**src/apf_defs.vh**
```
/*
 Constants for the amplifier protection and fault-reporting block.
 Assumes inclusion by apf_protect.v only.
*/
`ifndef APF_DEFS_VH
`define APF_DEFS_VH
// Output configuration codes
`define APF_MODE_BRIDGE   2'h0
`define APF_MODE_PARALLEL 2'h1
`define APF_MODE_SINGLE   2'h2
// Strap codes: 8..b select latched mode, 0..3 cycle-by-cycle, bits 1:0 select threshold
`define APF_STRAP_W       4
`define APF_STRAP_CBC_LO  4'h0
`define APF_STRAP_CBC_HI  4'h3
`define APF_STRAP_LAT_LO  4'h8
`define APF_STRAP_LAT_HI  4'hb
// Threshold codes: 0 = 16.3 A, 1 = 15.1 A, 2 = 13.5 A, 3 = 12.3 A (minimum)
`define APF_THR_MIN       2'h3
// Overload counter
`define APF_OLC_W         4
`define APF_OLC_MAX       4'hf
// Half-bridge bit positions
`define APF_HB_A          0
`define APF_HB_B          1
`define APF_HB_C          2
`define APF_HB_D          3
`endif

```
**src/apf_protect.v**
```verilog
/*
 Protection and fault reporting for four half-bridges A..D: config
 shutdown mapping, cycle-by-cycle current limit with overload counter,
 latched overcurrent, thermal shutdown and the two status outputs.
 Assumes all detection flags are synchronous to CORE_CLK, the PWM frame
 clock domain, and that FRAME_START pulses once per PWM frame.
*/
// Summary of operation
// RULE1: Both status outputs active-low open-drain style
// RULE2: Any shutdown fault pulls fault output low
// RULE3: Temperature warning pulls warning output low
// RULE4: Output pair encodes normal, warning, fault, both
// RULE5: Reset low forces fault output high
// RULE6: Fault immediately sets stages Hi-Z, fault low
// RULE7: Non-overload, non-thermal faults recover automatically
// RULE8: Local error mapped per output configuration
// RULE9: Bootstrap undervoltage only disables own half-bridge
// RULE10: One threshold for all switches, two modes
// RULE11: Overcurrent flips half-bridge until next frame
// RULE12: Counter up on overcurrent, down otherwise; max shuts
// RULE13: Overload shutdown holds until reset cycle
// RULE14: Latched mode shuts on first overcurrent
// RULE15: Strap selects mode and threshold
// RULE16: Invalid strap gives minimum threshold
// RULE17: Controller releases reset after supplies settle
// RULE18: Controller watches warning, lowers volume
// RULE19: Overtemperature latches all Hi-Z until reset
// RULE20: Controller toggles reset to clear latched fault
// RULE21: Detections arrive as synchronous flags
`timescale 1ns/1ps
`include "apf_defs.vh"
module apf_protect (
	input  wire       CORE_CLK,
	input  wire       RST_N,
	input  wire       CLK_EN,
	input  wire       FRAME_START,
	input  wire [1:0] OUTPUT_MODE,
	input  wire [3:0] CURRENT_LIMIT_STRAP,
	input  wire       TEMP_WARNING,
	input  wire       THERMAL_LIMIT,
	input  wire       UNDERVOLTAGE_PROTECTION,
	input  wire [3:0] BOOTSTRAP_UV,
	input  wire [3:0] OVERCURRENT,
	output wire       FAULT_N_O,
	output wire       FAULT_N_OE,
	output wire       CLIP_TEMP_WARN_N_O,
	output wire       CLIP_TEMP_WARN_N_OE,
	output reg  [3:0] HB_HIZ,
	output reg  [3:0] HB_FLIP,
	output reg  [1:0] OC_THRESHOLD,
	output reg        CYCLE_CURRENT_LIMIT,
	output reg        OVERLOAD_PROTECTION,
	output reg        THERMAL_SHUTDOWN
);

	// Bridge-tied: a B error takes A and D, as tabulated
	function [3:0] map_bridge;
		input [3:0] err;
		begin
			map_bridge = 4'h0;
			if (err[`APF_HB_A])
				map_bridge = map_bridge | 4'h3;
			if (err[`APF_HB_B])
				map_bridge = map_bridge | 4'h9;
			if (err[`APF_HB_C] | err[`APF_HB_D])
				map_bridge = map_bridge | 4'hc;
		end
	endfunction

	// Single-ended: errors stay within their own pair
	function [3:0] map_single;
		input [3:0] err;
		begin
			map_single = 4'h0;
			if (err[`APF_HB_A] | err[`APF_HB_B])
				map_single = map_single | 4'h3;
			if (err[`APF_HB_C] | err[`APF_HB_D])
				map_single = map_single | 4'hc;
		end
	endfunction

	// Maps per-half-bridge local errors to the set switched off
	function [3:0] map_off;
		input [1:0] mode;
		input [3:0] err;
		begin
			case (mode)
			`APF_MODE_PARALLEL:
				map_off = (|err) ? 4'hf : 4'h0;
			`APF_MODE_SINGLE:
				map_off = map_single(err);
			default:
				map_off = map_bridge(err);
			endcase
		end
	endfunction

	// Counter step: up per event, down once per quiet frame, saturating
	function [`APF_OLC_W-1:0] olc_step;
		input [`APF_OLC_W-1:0] cnt;
		input                  oc;
		input                  frame;
		input                  seen;
		begin
			olc_step = cnt;
			if (oc) begin
				if (cnt != `APF_OLC_MAX)
					olc_step = cnt + 1'b1;
			end else if (frame && !seen) begin
				if (cnt != {`APF_OLC_W{1'b0}})
					olc_step = cnt - 1'b1;
			end
		end
	endfunction

	// Trips on the event that takes the counter to its top, or at the top
	function olc_trip;
		input [`APF_OLC_W-1:0] cnt;
		input                  oc;
		begin
			olc_trip = (oc && (cnt == `APF_OLC_MAX - 1'b1)) || (cnt == `APF_OLC_MAX);
		end
	endfunction

	// Strap decoding; codes outside both ranges fall back to the minimum
	function strap_cbc;
		input [`APF_STRAP_W-1:0] code;
		begin
			strap_cbc = (code <= `APF_STRAP_CBC_HI);
		end
	endfunction

	function strap_lat;
		input [`APF_STRAP_W-1:0] code;
		begin
			strap_lat = (code >= `APF_STRAP_LAT_LO) && (code <= `APF_STRAP_LAT_HI);
		end
	endfunction

	function [1:0] strap_thr;
		input [`APF_STRAP_W-1:0] code;
		begin
			if (strap_cbc(code) || strap_lat(code))
				strap_thr = code[1:0];
			else
				strap_thr = `APF_THR_MIN;
		end
	endfunction

	reg  [`APF_OLC_W-1:0] olc_q [0:3];
	reg  [`APF_OLC_W-1:0] olc_d [0:3];
	reg  [3:0]            ol_latch_q;
	reg  [3:0]            latch_d;
	reg  [3:0]            oc_seen_q;
	reg  [3:0]            seen_d;
	reg  [3:0]            flip_d;
	reg                   therm_q;
	reg                   therm_d;
	reg                   strap_taken_q;
	reg                   taken_d;
	reg                   latched_mode_q;
	reg                   latched_mode_d;
	reg  [1:0]            thr_q;
	reg  [1:0]            thr_d;
	reg  [3:0]            hiz_d;
	reg                   fault_d;
	integer               i;
	integer               j;

	// Strap caught once after reset release, never under the reset itself
	always @* begin
		taken_d        = strap_taken_q;
		latched_mode_d = latched_mode_q;
		thr_d          = thr_q;
		if (!strap_taken_q) begin
			taken_d        = 1'b1;
			latched_mode_d = strap_lat(CURRENT_LIMIT_STRAP); //RULE15
			thr_d          = strap_thr(CURRENT_LIMIT_STRAP); //RULE16
		end
	end

	// Later strap changes are ignored until the next reset
	always @(posedge CORE_CLK or negedge RST_N) begin
		if (!RST_N) begin
			strap_taken_q  <= 1'b0;
			latched_mode_q <= 1'b0;
			thr_q          <= `APF_THR_MIN;
		end else if (CLK_EN) begin
			strap_taken_q  <= taken_d;
			latched_mode_q <= latched_mode_d;
			thr_q          <= thr_d;
		end
	end

	// Next state per half-bridge; a new event at frame start keeps the flip
	always @* begin
		therm_d = therm_q | THERMAL_LIMIT; //RULE19 RULE21
		for (i = 0; i < 4; i = i + 1) begin
			olc_d[i]   = olc_q[i];
			latch_d[i] = ol_latch_q[i];
			flip_d[i]  = HB_FLIP[i];
			if (latched_mode_q) begin
				if (OVERCURRENT[i])
					latch_d[i] = 1'b1; //RULE14
			end else begin //RULE10
				if (OVERCURRENT[i])
					flip_d[i] = 1'b1; //RULE11
				else if (FRAME_START)
					flip_d[i] = 1'b0; //RULE11
				olc_d[i] = olc_step(olc_q[i], OVERCURRENT[i],
					FRAME_START, oc_seen_q[i]); //RULE12
				if (olc_trip(olc_q[i], OVERCURRENT[i]))
					latch_d[i] = 1'b1; //RULE13
			end
			// Tracks overcurrent within the current frame
			if (FRAME_START)
				seen_d[i] = OVERCURRENT[i];
			else
				seen_d[i] = oc_seen_q[i] | OVERCURRENT[i];
		end
	end

	// Latches clear only through reset, never through a quiet frame
	always @(posedge CORE_CLK or negedge RST_N) begin
		if (!RST_N) begin
			for (j = 0; j < 4; j = j + 1)
				olc_q[j] <= {`APF_OLC_W{1'b0}};
			ol_latch_q <= 4'h0;
			oc_seen_q  <= 4'h0;
			HB_FLIP    <= 4'h0;
			therm_q    <= 1'b0;
		end else if (CLK_EN) begin
			for (j = 0; j < 4; j = j + 1)
				olc_q[j] <= olc_d[j];
			ol_latch_q <= latch_d;
			oc_seen_q  <= seen_d;
			HB_FLIP    <= flip_d;
			therm_q    <= therm_d;
		end
	end

	// Combinational shutdown; HB_HIZ registers it, so Hi-Z follows the detection one edge later
	always @* begin
		hiz_d   = map_off(OUTPUT_MODE, ol_latch_q | (latched_mode_q ? OVERCURRENT : 4'h0)); //RULE8
		fault_d = (|ol_latch_q) | (latched_mode_q & (|OVERCURRENT)); //RULE2
		if (UNDERVOLTAGE_PROTECTION || therm_q || THERMAL_LIMIT) begin //RULE7
			hiz_d   = 4'hf; //RULE6
			fault_d = 1'b1; //RULE6
		end
		hiz_d = hiz_d | BOOTSTRAP_UV; //RULE9
	end

	reg                   ccl_d;
	reg                   ovl_d;
	reg                   tshut_d;

	// Mode flag only shows once the strap has been taken
	always @* begin
		ccl_d   = strap_taken_q & ~latched_mode_q;
		ovl_d   = |ol_latch_q;
		tshut_d = therm_q | THERMAL_LIMIT;
	end

	always @(posedge CORE_CLK or negedge RST_N) begin
		if (!RST_N) begin
			HB_HIZ              <= 4'hf;
			OC_THRESHOLD        <= `APF_THR_MIN;
			CYCLE_CURRENT_LIMIT <= 1'b0;
			OVERLOAD_PROTECTION <= 1'b0;
			THERMAL_SHUTDOWN    <= 1'b0;
		end else if (CLK_EN) begin
			HB_HIZ              <= hiz_d;
			OC_THRESHOLD        <= thr_q; //RULE10
			CYCLE_CURRENT_LIMIT <= ccl_d;
			OVERLOAD_PROTECTION <= ovl_d;
			THERMAL_SHUTDOWN    <= tshut_d;
		end
	end

	// Status pins: drive low only, pull-up outside gives the high level
	reg fault_pin_q;
	reg warn_pin_q;
	always @(posedge CORE_CLK or negedge RST_N) begin
		if (!RST_N)
			fault_pin_q <= 1'b0; //RULE5
		else if (CLK_EN)
			fault_pin_q <= fault_d; //RULE4
	end

	// Warning is self-clearing and follows the flag one edge late
	always @(posedge CORE_CLK or negedge RST_N) begin
		if (!RST_N)
			warn_pin_q <= 1'b0;
		else if (CLK_EN)
			warn_pin_q <= TEMP_WARNING; //RULE3
	end

	assign FAULT_N_O           = 1'b0; //RULE1
	assign FAULT_N_OE          = fault_pin_q & RST_N; //RULE5
	assign CLIP_TEMP_WARN_N_O  = 1'b0; //RULE1
	assign CLIP_TEMP_WARN_N_OE = warn_pin_q; //RULE4

endmodule

```
**config.mk**
```make
export PLATFORM = sky130hd
export DESIGN_NAME = apf_protect
export DESIGN_NICKNAME = d
export VERILOG_FILES = /design/src/apf_protect.v
export VERILOG_INCLUDE_DIRS = /design/src /design/src/src
export SDC_FILE = /design/constraint.sdc
export NUM_CORES = 1
export LEC_CHECK = 0
export ABC_AREA = 1
export BUFFER_PORTS_ARGS = -buffer_cell sky130_fd_sc_hd__buf_4
export CAP_MARGIN = 40
export CORE_MARGIN = 2
export CORE_UTILIZATION = 50
export CTS_BUF_LIST = sky130_fd_sc_hd__clkbuf_8 sky130_fd_sc_hd__clkbuf_16
export CTS_CLUSTER_DIAMETER = 30
export DETAILED_ROUTE_END_ITERATION = 12
export PLACE_DENSITY = 0.75
export SETUP_SLACK_MARGIN = 0.15
export SLEW_MARGIN = 15
export SYNTH_ARGS = -nofsm -noshare
export SYNTH_HDL_FRONTEND = slang
export SYNTH_SLANG_ARGS = --single-unit
```
**constraint.sdc**
```tcl
create_clock -name CORE_CLK -period 1.21 [get_ports CORE_CLK]
set_input_delay 0.0605 -clock CORE_CLK [delete_from_list [all_inputs] [get_ports CORE_CLK]]
set_output_delay 0.0605 -clock CORE_CLK [all_outputs]
set_load 0.01 [all_outputs]
```
# == Word-level counts from Yosys, hierarchy flattened ==
# Index checks and enable logic that the tools add are counted.
# totals
register_bits,43
latch_bits,0
ram_bits,0
romBits,0
in_bits,21
output_inout_bits,17
wordCells,175
memories,0
# classes
addsub,8
mul,0
div_mod_pow,0
order_cmp,3
n_eq_ne,22
shift,0
n_mux,48
n_bitwise,15
n_reduce_logical,56
# ops
op,count
2-to-1 mux 4 bit,22
== test 4 bit (second input constant),8
nonzero test 2 bit,16
AND reduction 3 bit,8
2-to-1 mux 1 bit,22
AND reduction 5 bit,4
adder 4 x 1 -> 4 bit (second input constant),4
!= test 4 bit (second input constant),4
nonzero test 4 bit,4
subtractor 4 x 1 -> 4 bit (second input constant),4
OR reduction 4 bit,3
logical AND 1 bit,9
!= test 2 x 1 -> 1 bit (second input constant),4
!= test 2 bit (second input constant),4
bitwise OR 1 bit,8
bitwise OR 4 bit,2
case mux 4 bit (2 select lines),1
logical OR 1 bit,7
2-to-1 mux 2 bit,3
>= comparator 4 bit (second input constant),1
<= comparator 4 x 2 -> 1 bit (second input constant),1
<= comparator 4 bit (second input constant),1
logical NOT 1 bit,4
AND 1 bit,3
4 further kinds,5

# == Longest topological paths before layout ==
# depth
depth_word,8
mapped_depth,10
ltp_nobuf,10

# == Least setup slack after synthesis ==
# No wires, ideal clock.
# synth_timing
kind,reg2reg
start,reg olc_q[13] (netlist name)
end,reg olc_q[15] (netlist name)
setup_time_ns,0.116
t_arrival_ns,1.180
required_ns,1.094
path_slack_ns,-0.086
path_stages_with_launch,10
path_buffers,0
period_less_slack_ns,1.296
cell_sequence,dfrtp_1 > ha_1 > nand2_1 > inv_1 > o21ai_0 > nand2_1 > nand2_1 > nand2_1 > nand2_1 > nand2_1
# synth_between
elab_chain_len,4
elab_cells_between_ends,11
cone_classes,add/sub (2); eq/ne (2); mux (4); reduce/logical (3)
# synth_rtl
element,line_no,rtl
"start, declared",apf_protect.v:150,reg [`APF_OLC_W-1:0] olc_q [0:3];
"start signal, assigned by index",apf_protect.v:227,olc_q[j] <= {`APF_OLC_W{1'b0}};
"start signal, assigned by index",apf_protect.v:234,olc_q[j] <= olc_d[j];
subtractor 4 x 1 -> 4 bit,apf_protect.v:111,olc_step = cnt - 1'b1;
2-to-1 mux 4 bit,apf_protect.v:110,if (cnt != {`APF_OLC_W{1'b0}})
2-to-1 mux 4 bit,apf_protect.v:109,end else if (frame && !seen) begin
2-to-1 mux 4 bit,apf_protect.v:106,if (oc) begin
# Several ways; a longest one is shown, not always the timed one. The select of a mux whose other input is x is not followed.
# A chain may end at the register's enable or synchronous reset.

# == Worst setup path after layout ==
# layout_timing
start,reg latched_mode_q
end,reg ol_latch_q[0]
# layout_between
elab_chain_len,2
elab_cells_between_ends,4
cone_classes,eq/ne (1); mux (1); reduce/logical (2)
# layout_rtl
element,line_no,rtl
"start, declared",apf_protect.v:161,reg latched_mode_q;
"start signal, assigned",apf_protect.v:190,latched_mode_q <= latched_mode_d;
!= test 2 bit (no line) / nonzero test 2 bit (equally long branches),--,
AND reduction 3 bit (no line),--,
"end signal, assigned",apf_protect.v:235,ol_latch_q <= latch_d;
"end, declared",apf_protect.v:152,reg [3:0] ol_latch_q;
# Several ways; a longest one is shown, not always the timed one.

==> summary.txt <==
=====================================================================================================
Status ................................................................................. finished, violations left
Violations in the final reports ........................................................ setup timing
Highest metal layer with signal wires ..................................................         met4
Clk_skew ...............................................................................     12.14 ps
Vias in the first global route .........................................................         2303
Fraction of synthesized cell area taken by the top area cell type ......................       0.3614
CTS buffer count .......................................................................            5
Share of power burned in the clock network .............................................        0.185
Combinational family with the most area after synthesis ................................ simple AND/OR/NAND/NOR gates
Kind of launch point of the worst setup path ...........................................         flop
Sequential fraction of design power ....................................................        0.349
GR Util All Layers .....................................................................       0.2411
Number of hold violations in the final report ..........................................            0
Total Die Area ......................................................................... 0.005420 mm^2
Cell internal pwr ......................................................................     4.022 mW
Share of post-route cells with drive strength above 1 ..................................       0.4753
Warning count from the yosys run .......................................................            0
Source-to-sink clock delay at the later pin of the worst-skew pair .....................       300 ps
Pin count of the biggest net entering global routing ...................................           23
Pwr Density ............................................................................ 1784 mW/mm^2
Clock tree from TritonCTS ..............................................................         done
Post-synthesis simple-gate area fraction ...............................................       0.2411
Number of synthesized register bits ....................................................           43
Post-Synthesis Mean Instance Area ......................................................   8.052 um^2
Logic depth of the worst register-to-register path .....................................            3
Reg-to-reg endpoint .................................................................... ol_latch_q[0]$_DFFE_PN0P_
Area of the core ....................................................................... 0.004692 mm^2
Mapped cell area ....................................................................... 0.002424 mm^2
Total gr overflow ......................................................................            0
Count of cells along the worst hold path ...............................................            3
Share of the synthesized area in compound gates (AO/OA/AOI/OAI) ........................       0.1007
Slowest CP cell ........................................................................ sky130_fd_sc_hd__dfrtp_2
XOR/XNOR share of the synthesized area .................................................      0.05421
Register clock-pin slew on the reported worst setup and hold paths .....................        80 ps
# port buffers .........................................................................           35
CP max FO ..............................................................................            7
Leading post-synthesis cells by cell area .............................................. sky130_fd_sc_hd__dfrtp_1 36%, sky130_fd_sc_hd__nand2_1 13%, sky130_fd_sc_hd__dfstp_2 8.7%, sky130_fd_sc_hd__ha_1 5.2%, sky130_fd_sc_hd__inv_1 5.1%
Achievable clock frequency .............................................................    742.7 MHz
Worst hold path class ..................................................................    in -> reg
Non-filler cells in the finished layout ................................................          439
Most common library cells after synthesis .............................................. 84 x sky130_fd_sc_hd__nand2_1, 35 x sky130_fd_sc_hd__dfrtp_1, 33 x sky130_fd_sc_hd__inv_1, 31 x sky130_fd_sc_hd__nor2_1
Detailed placer's ending HPWL ..........................................................      4022 um
Total buffers and inverters traversed by the critical path .............................            1
Wire length of the first global-routing pass ...........................................     10050 um
Placement row count ....................................................................           25
Fin crit period ........................................................................      1346 ps
Count of nets left with antenna violations after detail routing ........................            0
Count of pins on the block boundary ....................................................           38
Met2 wirelength from detailed routing ..................................................      3610 um
Critical Path, Cell by Cell ............................................................ buf_6, or3_1, a22oi_1
Routed metal-1 wirelength ..............................................................      2680 um
Initial cell density of the core .......................................................       0.5165
Maximum clock insertion buffer count ...................................................            2
Crit path DAT ..........................................................................      1540 ps
Final worst setup slack ................................................................    -136.5 ps
Layout area overhead ...................................................................       48.89%
Most common cell in the netlist ........................................................ sky130_fd_sc_hd__nand2_1
Most frequently used flop master after synthesis ....................................... sky130_fd_sc_hd__dfrtp_1
DRC ....................................................................................            0
Largest stage delay on the critical path ...............................................       490 ps
Routed WL per cell .....................................................................     15.18 um
Register-to-register setup slack .......................................................      -140 ps
Wire length reported by the detailed router ............................................      6665 um
Worst hold endpoint .................................................................... thr_q[1]$_DFFE_PN1P_
Number of pins with negative max-slew slack in the final report ........................            0
Die H ..................................................................................     73.62 um
Family with the most delay on the worst path ...........................................   flip-flops
Standard cell area after detailed placement ............................................ 0.002990 mm^2
Final-layout worst hold slack ..........................................................     10.88 ps
Total vias in the final route ..........................................................         2312
Power spent charging and discharging nets ..............................................     2.417 mW
Total placed cells including tap cells .................................................          410
Floorplan die width ....................................................................     73.62 um
Number of nets in the finished design ..................................................          419
Cell variety after synth ...............................................................           33
Final critical-path share of the clock period ..........................................        1.113
Drt via density ........................................................................        5.267
Number of fillers in the final layout ..................................................          320
Routed wl met3 .........................................................................       245 um
Critical path data required time .......................................................      1410 ps
Count of flip-flops with a built-in enable after synthesis .............................            0
Share of synthesized registers carrying an async set or reset ..........................        1.000
Kind of end point of the critical path .................................................         flop
Largest voltage drop on the vdd net ....................................................     1.164 mV
Number of standard cells after synthesis ...............................................          301
Unrepaired setup endpoints after global routing ........................................          yes
Leakage power figure ...................................................................     1.736 nW
Post-layout instance area .............................................................. 0.003608 mm^2
Reg2Reg Launch Point ................................................................... latched_mode_q$_DFFE_PN0P_
Combinational group share of total power ...............................................        0.466
Sequential element share of the synthesized area .......................................       0.4481
First-pass detailed-route iteration total ..............................................            4
Ant. Diodes ............................................................................            0
Routability-driven placement congestion ratio ..........................................       0.8261
Sum of internal, switching and leakage power ...........................................     6.439 mW
Portion of netlist area occupied by mux cells ..........................................            0
Post-synthesis share of cell area spent on full adders, half adders and majority gates .      0.08467
Reported max-cap violation count .......................................................            0
Detailed Route Iter0 Violations ........................................................          136
Cell accounting for the most synthesized area .......................................... sky130_fd_sc_hd__dfrtp_1
HP Start ............................................................................... CURRENT_LIMIT_STRAP[1]
Worst Setup Path Type ..................................................................   reg -> reg
TritonCTS Sinks ........................................................................           43
Root Buffer ............................................................................ sky130_fd_sc_hd__clkbuf_8
Initial antenna violation count ........................................................            0
# H-tree levels ........................................................................            2
Final number of setup-violating endpoints ..............................................           18
Net switching fraction of the power ....................................................       0.3754
=====================================================================================================
[how the worst max path moves through the flow]
stage / startpoint / to / slack [ps] / cells past startpoint
floorplan: olc_q[13]$_DFFE_PN0P_ / olc_q[15]$_DFFE_PN0P_ / -40 / 9
global placement: olc_q[13]$_DFFE_PN0P_ / olc_q[15]$_DFFE_PN0P_ / -60 / 9
detailed placement: olc_q[13]$_DFFE_PN0P_ / olc_q[15]$_DFFE_PN0P_ / -110 / 9
CTS: olc_q[13]$_DFFE_PN0P_ / olc_q[15]$_DFFE_PN0P_ / -70 / 9
global route: olc_q[13]$_DFFE_PN0P_ / olc_q[13]$_DFFE_PN0P_ / -180 / 10
finish: latched_mode_q$_DFFE_PN0P_ / ol_latch_q[0]$_DFFE_PN0P_ / -140 / 3
[power by group through the flow]
stage | Clock [mW] | Sequential, mW | Combinational (mW)
2_1_floorplan | 0 | 2.17 | 1.41
3_3_place_gp | 0 | 2.21 | 1.97
3_5_place_dp | 0 | 2.22 | 2.07
4_1_cts | 1.18 | 2.22 | 2.60
5_1_grt | 1.27 | 2.29 | 3.33
6_report | 1.19 | 2.25 | 3.00
[per-stage QoR]
step	setup TNS, ps	worst slack (ps)	util
floorplan	-36.21	-36.21	-
global placement	-113.3	-63.58	0.6373
detailed placement	-564.1	-107.2	0.6373
CTS	-285.4	-71.84	0.7261
global route	-2255	-175.1	0.7691
finish	-734.8	-136.5	0.7691
[cell type report]
cell class	count	area [um^2]	share of cell area
inverter	35	132.6	0.03675
clock buffer	6	82.58	0.02288
clock inverter	2	35.03	0.009709
timing repair buffer	82	679.4	0.1883
sequential	43	1091	0.3024
tap	54	67.56	0.01872
multi-input combinational	217	1520	0.4213
[placed cells by master (no fill, tap or decap), types with 4 or more instances in the layout]
| master | count |
|---|---|
| sky130_fd_sc_hd__nand3_1 | 5 |
| sky130_fd_sc_hd__nor2_4 | 5 |
| sky130_fd_sc_hd__dfrtp_2 | 4 |
| sky130_fd_sc_hd__nand2_1 | 66 |
| sky130_fd_sc_hd__nand2_4 | 5 |
| sky130_fd_sc_hd__buf_6 | 13 |
| sky130_fd_sc_hd__a21oi_2 | 6 |
| sky130_fd_sc_hd__nor2_2 | 8 |
| sky130_fd_sc_hd__nand2_2 | 15 |
| sky130_fd_sc_hd__nor2_1 | 20 |
| sky130_fd_sc_hd__fa_2 | 4 |
| sky130_fd_sc_hd__dfstp_2 | 8 |
| sky130_fd_sc_hd__inv_2 | 8 |
| sky130_fd_sc_hd__a21oi_1 | 8 |
| sky130_fd_sc_hd__nand3_2 | 8 |
| sky130_fd_sc_hd__inv_1 | 26 |
| sky130_fd_sc_hd__dfrtp_1 | 31 |
| sky130_fd_sc_hd__xor2_1 | 6 |
| sky130_fd_sc_hd__ha_1 | 7 |
| sky130_fd_sc_hd__o21ai_0 | 5 |
| sky130_fd_sc_hd__buf_4 | 65 |
| sky130_fd_sc_hd__o21ai_1 | 6 |
| sky130_fd_sc_hd__clkbuf_8 | 6 |
| sky130_fd_sc_hd__o21ai_2 | 10 |
| sky130_fd_sc_hd__xnor2_1 | 6 |
[state kept, by name, summed over array words and instances (netlist names), 2 cells and up]
register	flops
olc_q	16
HB_FLIP	4
HB_HIZ	4
oc_seen_q	4
ol_latch_q	4
OC_THRESHOLD	2
thr_q	2
[tightest hold or removal path: stages]
cell and delay, ps:
sky130_fd_sc_hd__buf_4 110, sky130_fd_sc_hd__nor2_1 70, sky130_fd_sc_hd__a21oi_1 70
[logic make-up (layout without fill, tap and decap cells)]
family          Yosys count  in the layout
other cells               1              2
flops                    43             43
simple gates            141            141
xor+xnor                 15             15
buf+inv                  42            125
compound gates           45             45
fa+ha+maj                14             14
[routing by layer]
metal	vias to the layer above	GRT usage
met2	55	0.4167
li1	1116	-
met5	-	0
met4	0	0.09091
met3	16	0.05487
met1	1125	0.2913
[repair_timing]
item / CTS / global route
gates cloned: 0 / 0
pin swaps: 35 / 20
setup endpoints to repair: 29 / 34
buffers inserted: 10 / 8
hold buffers: 3 / 0
resized for setup: 61 / 42
endpoints found under the hold margin: 37 / 0
Note: power is estimated with default switching activity, not from simulation.
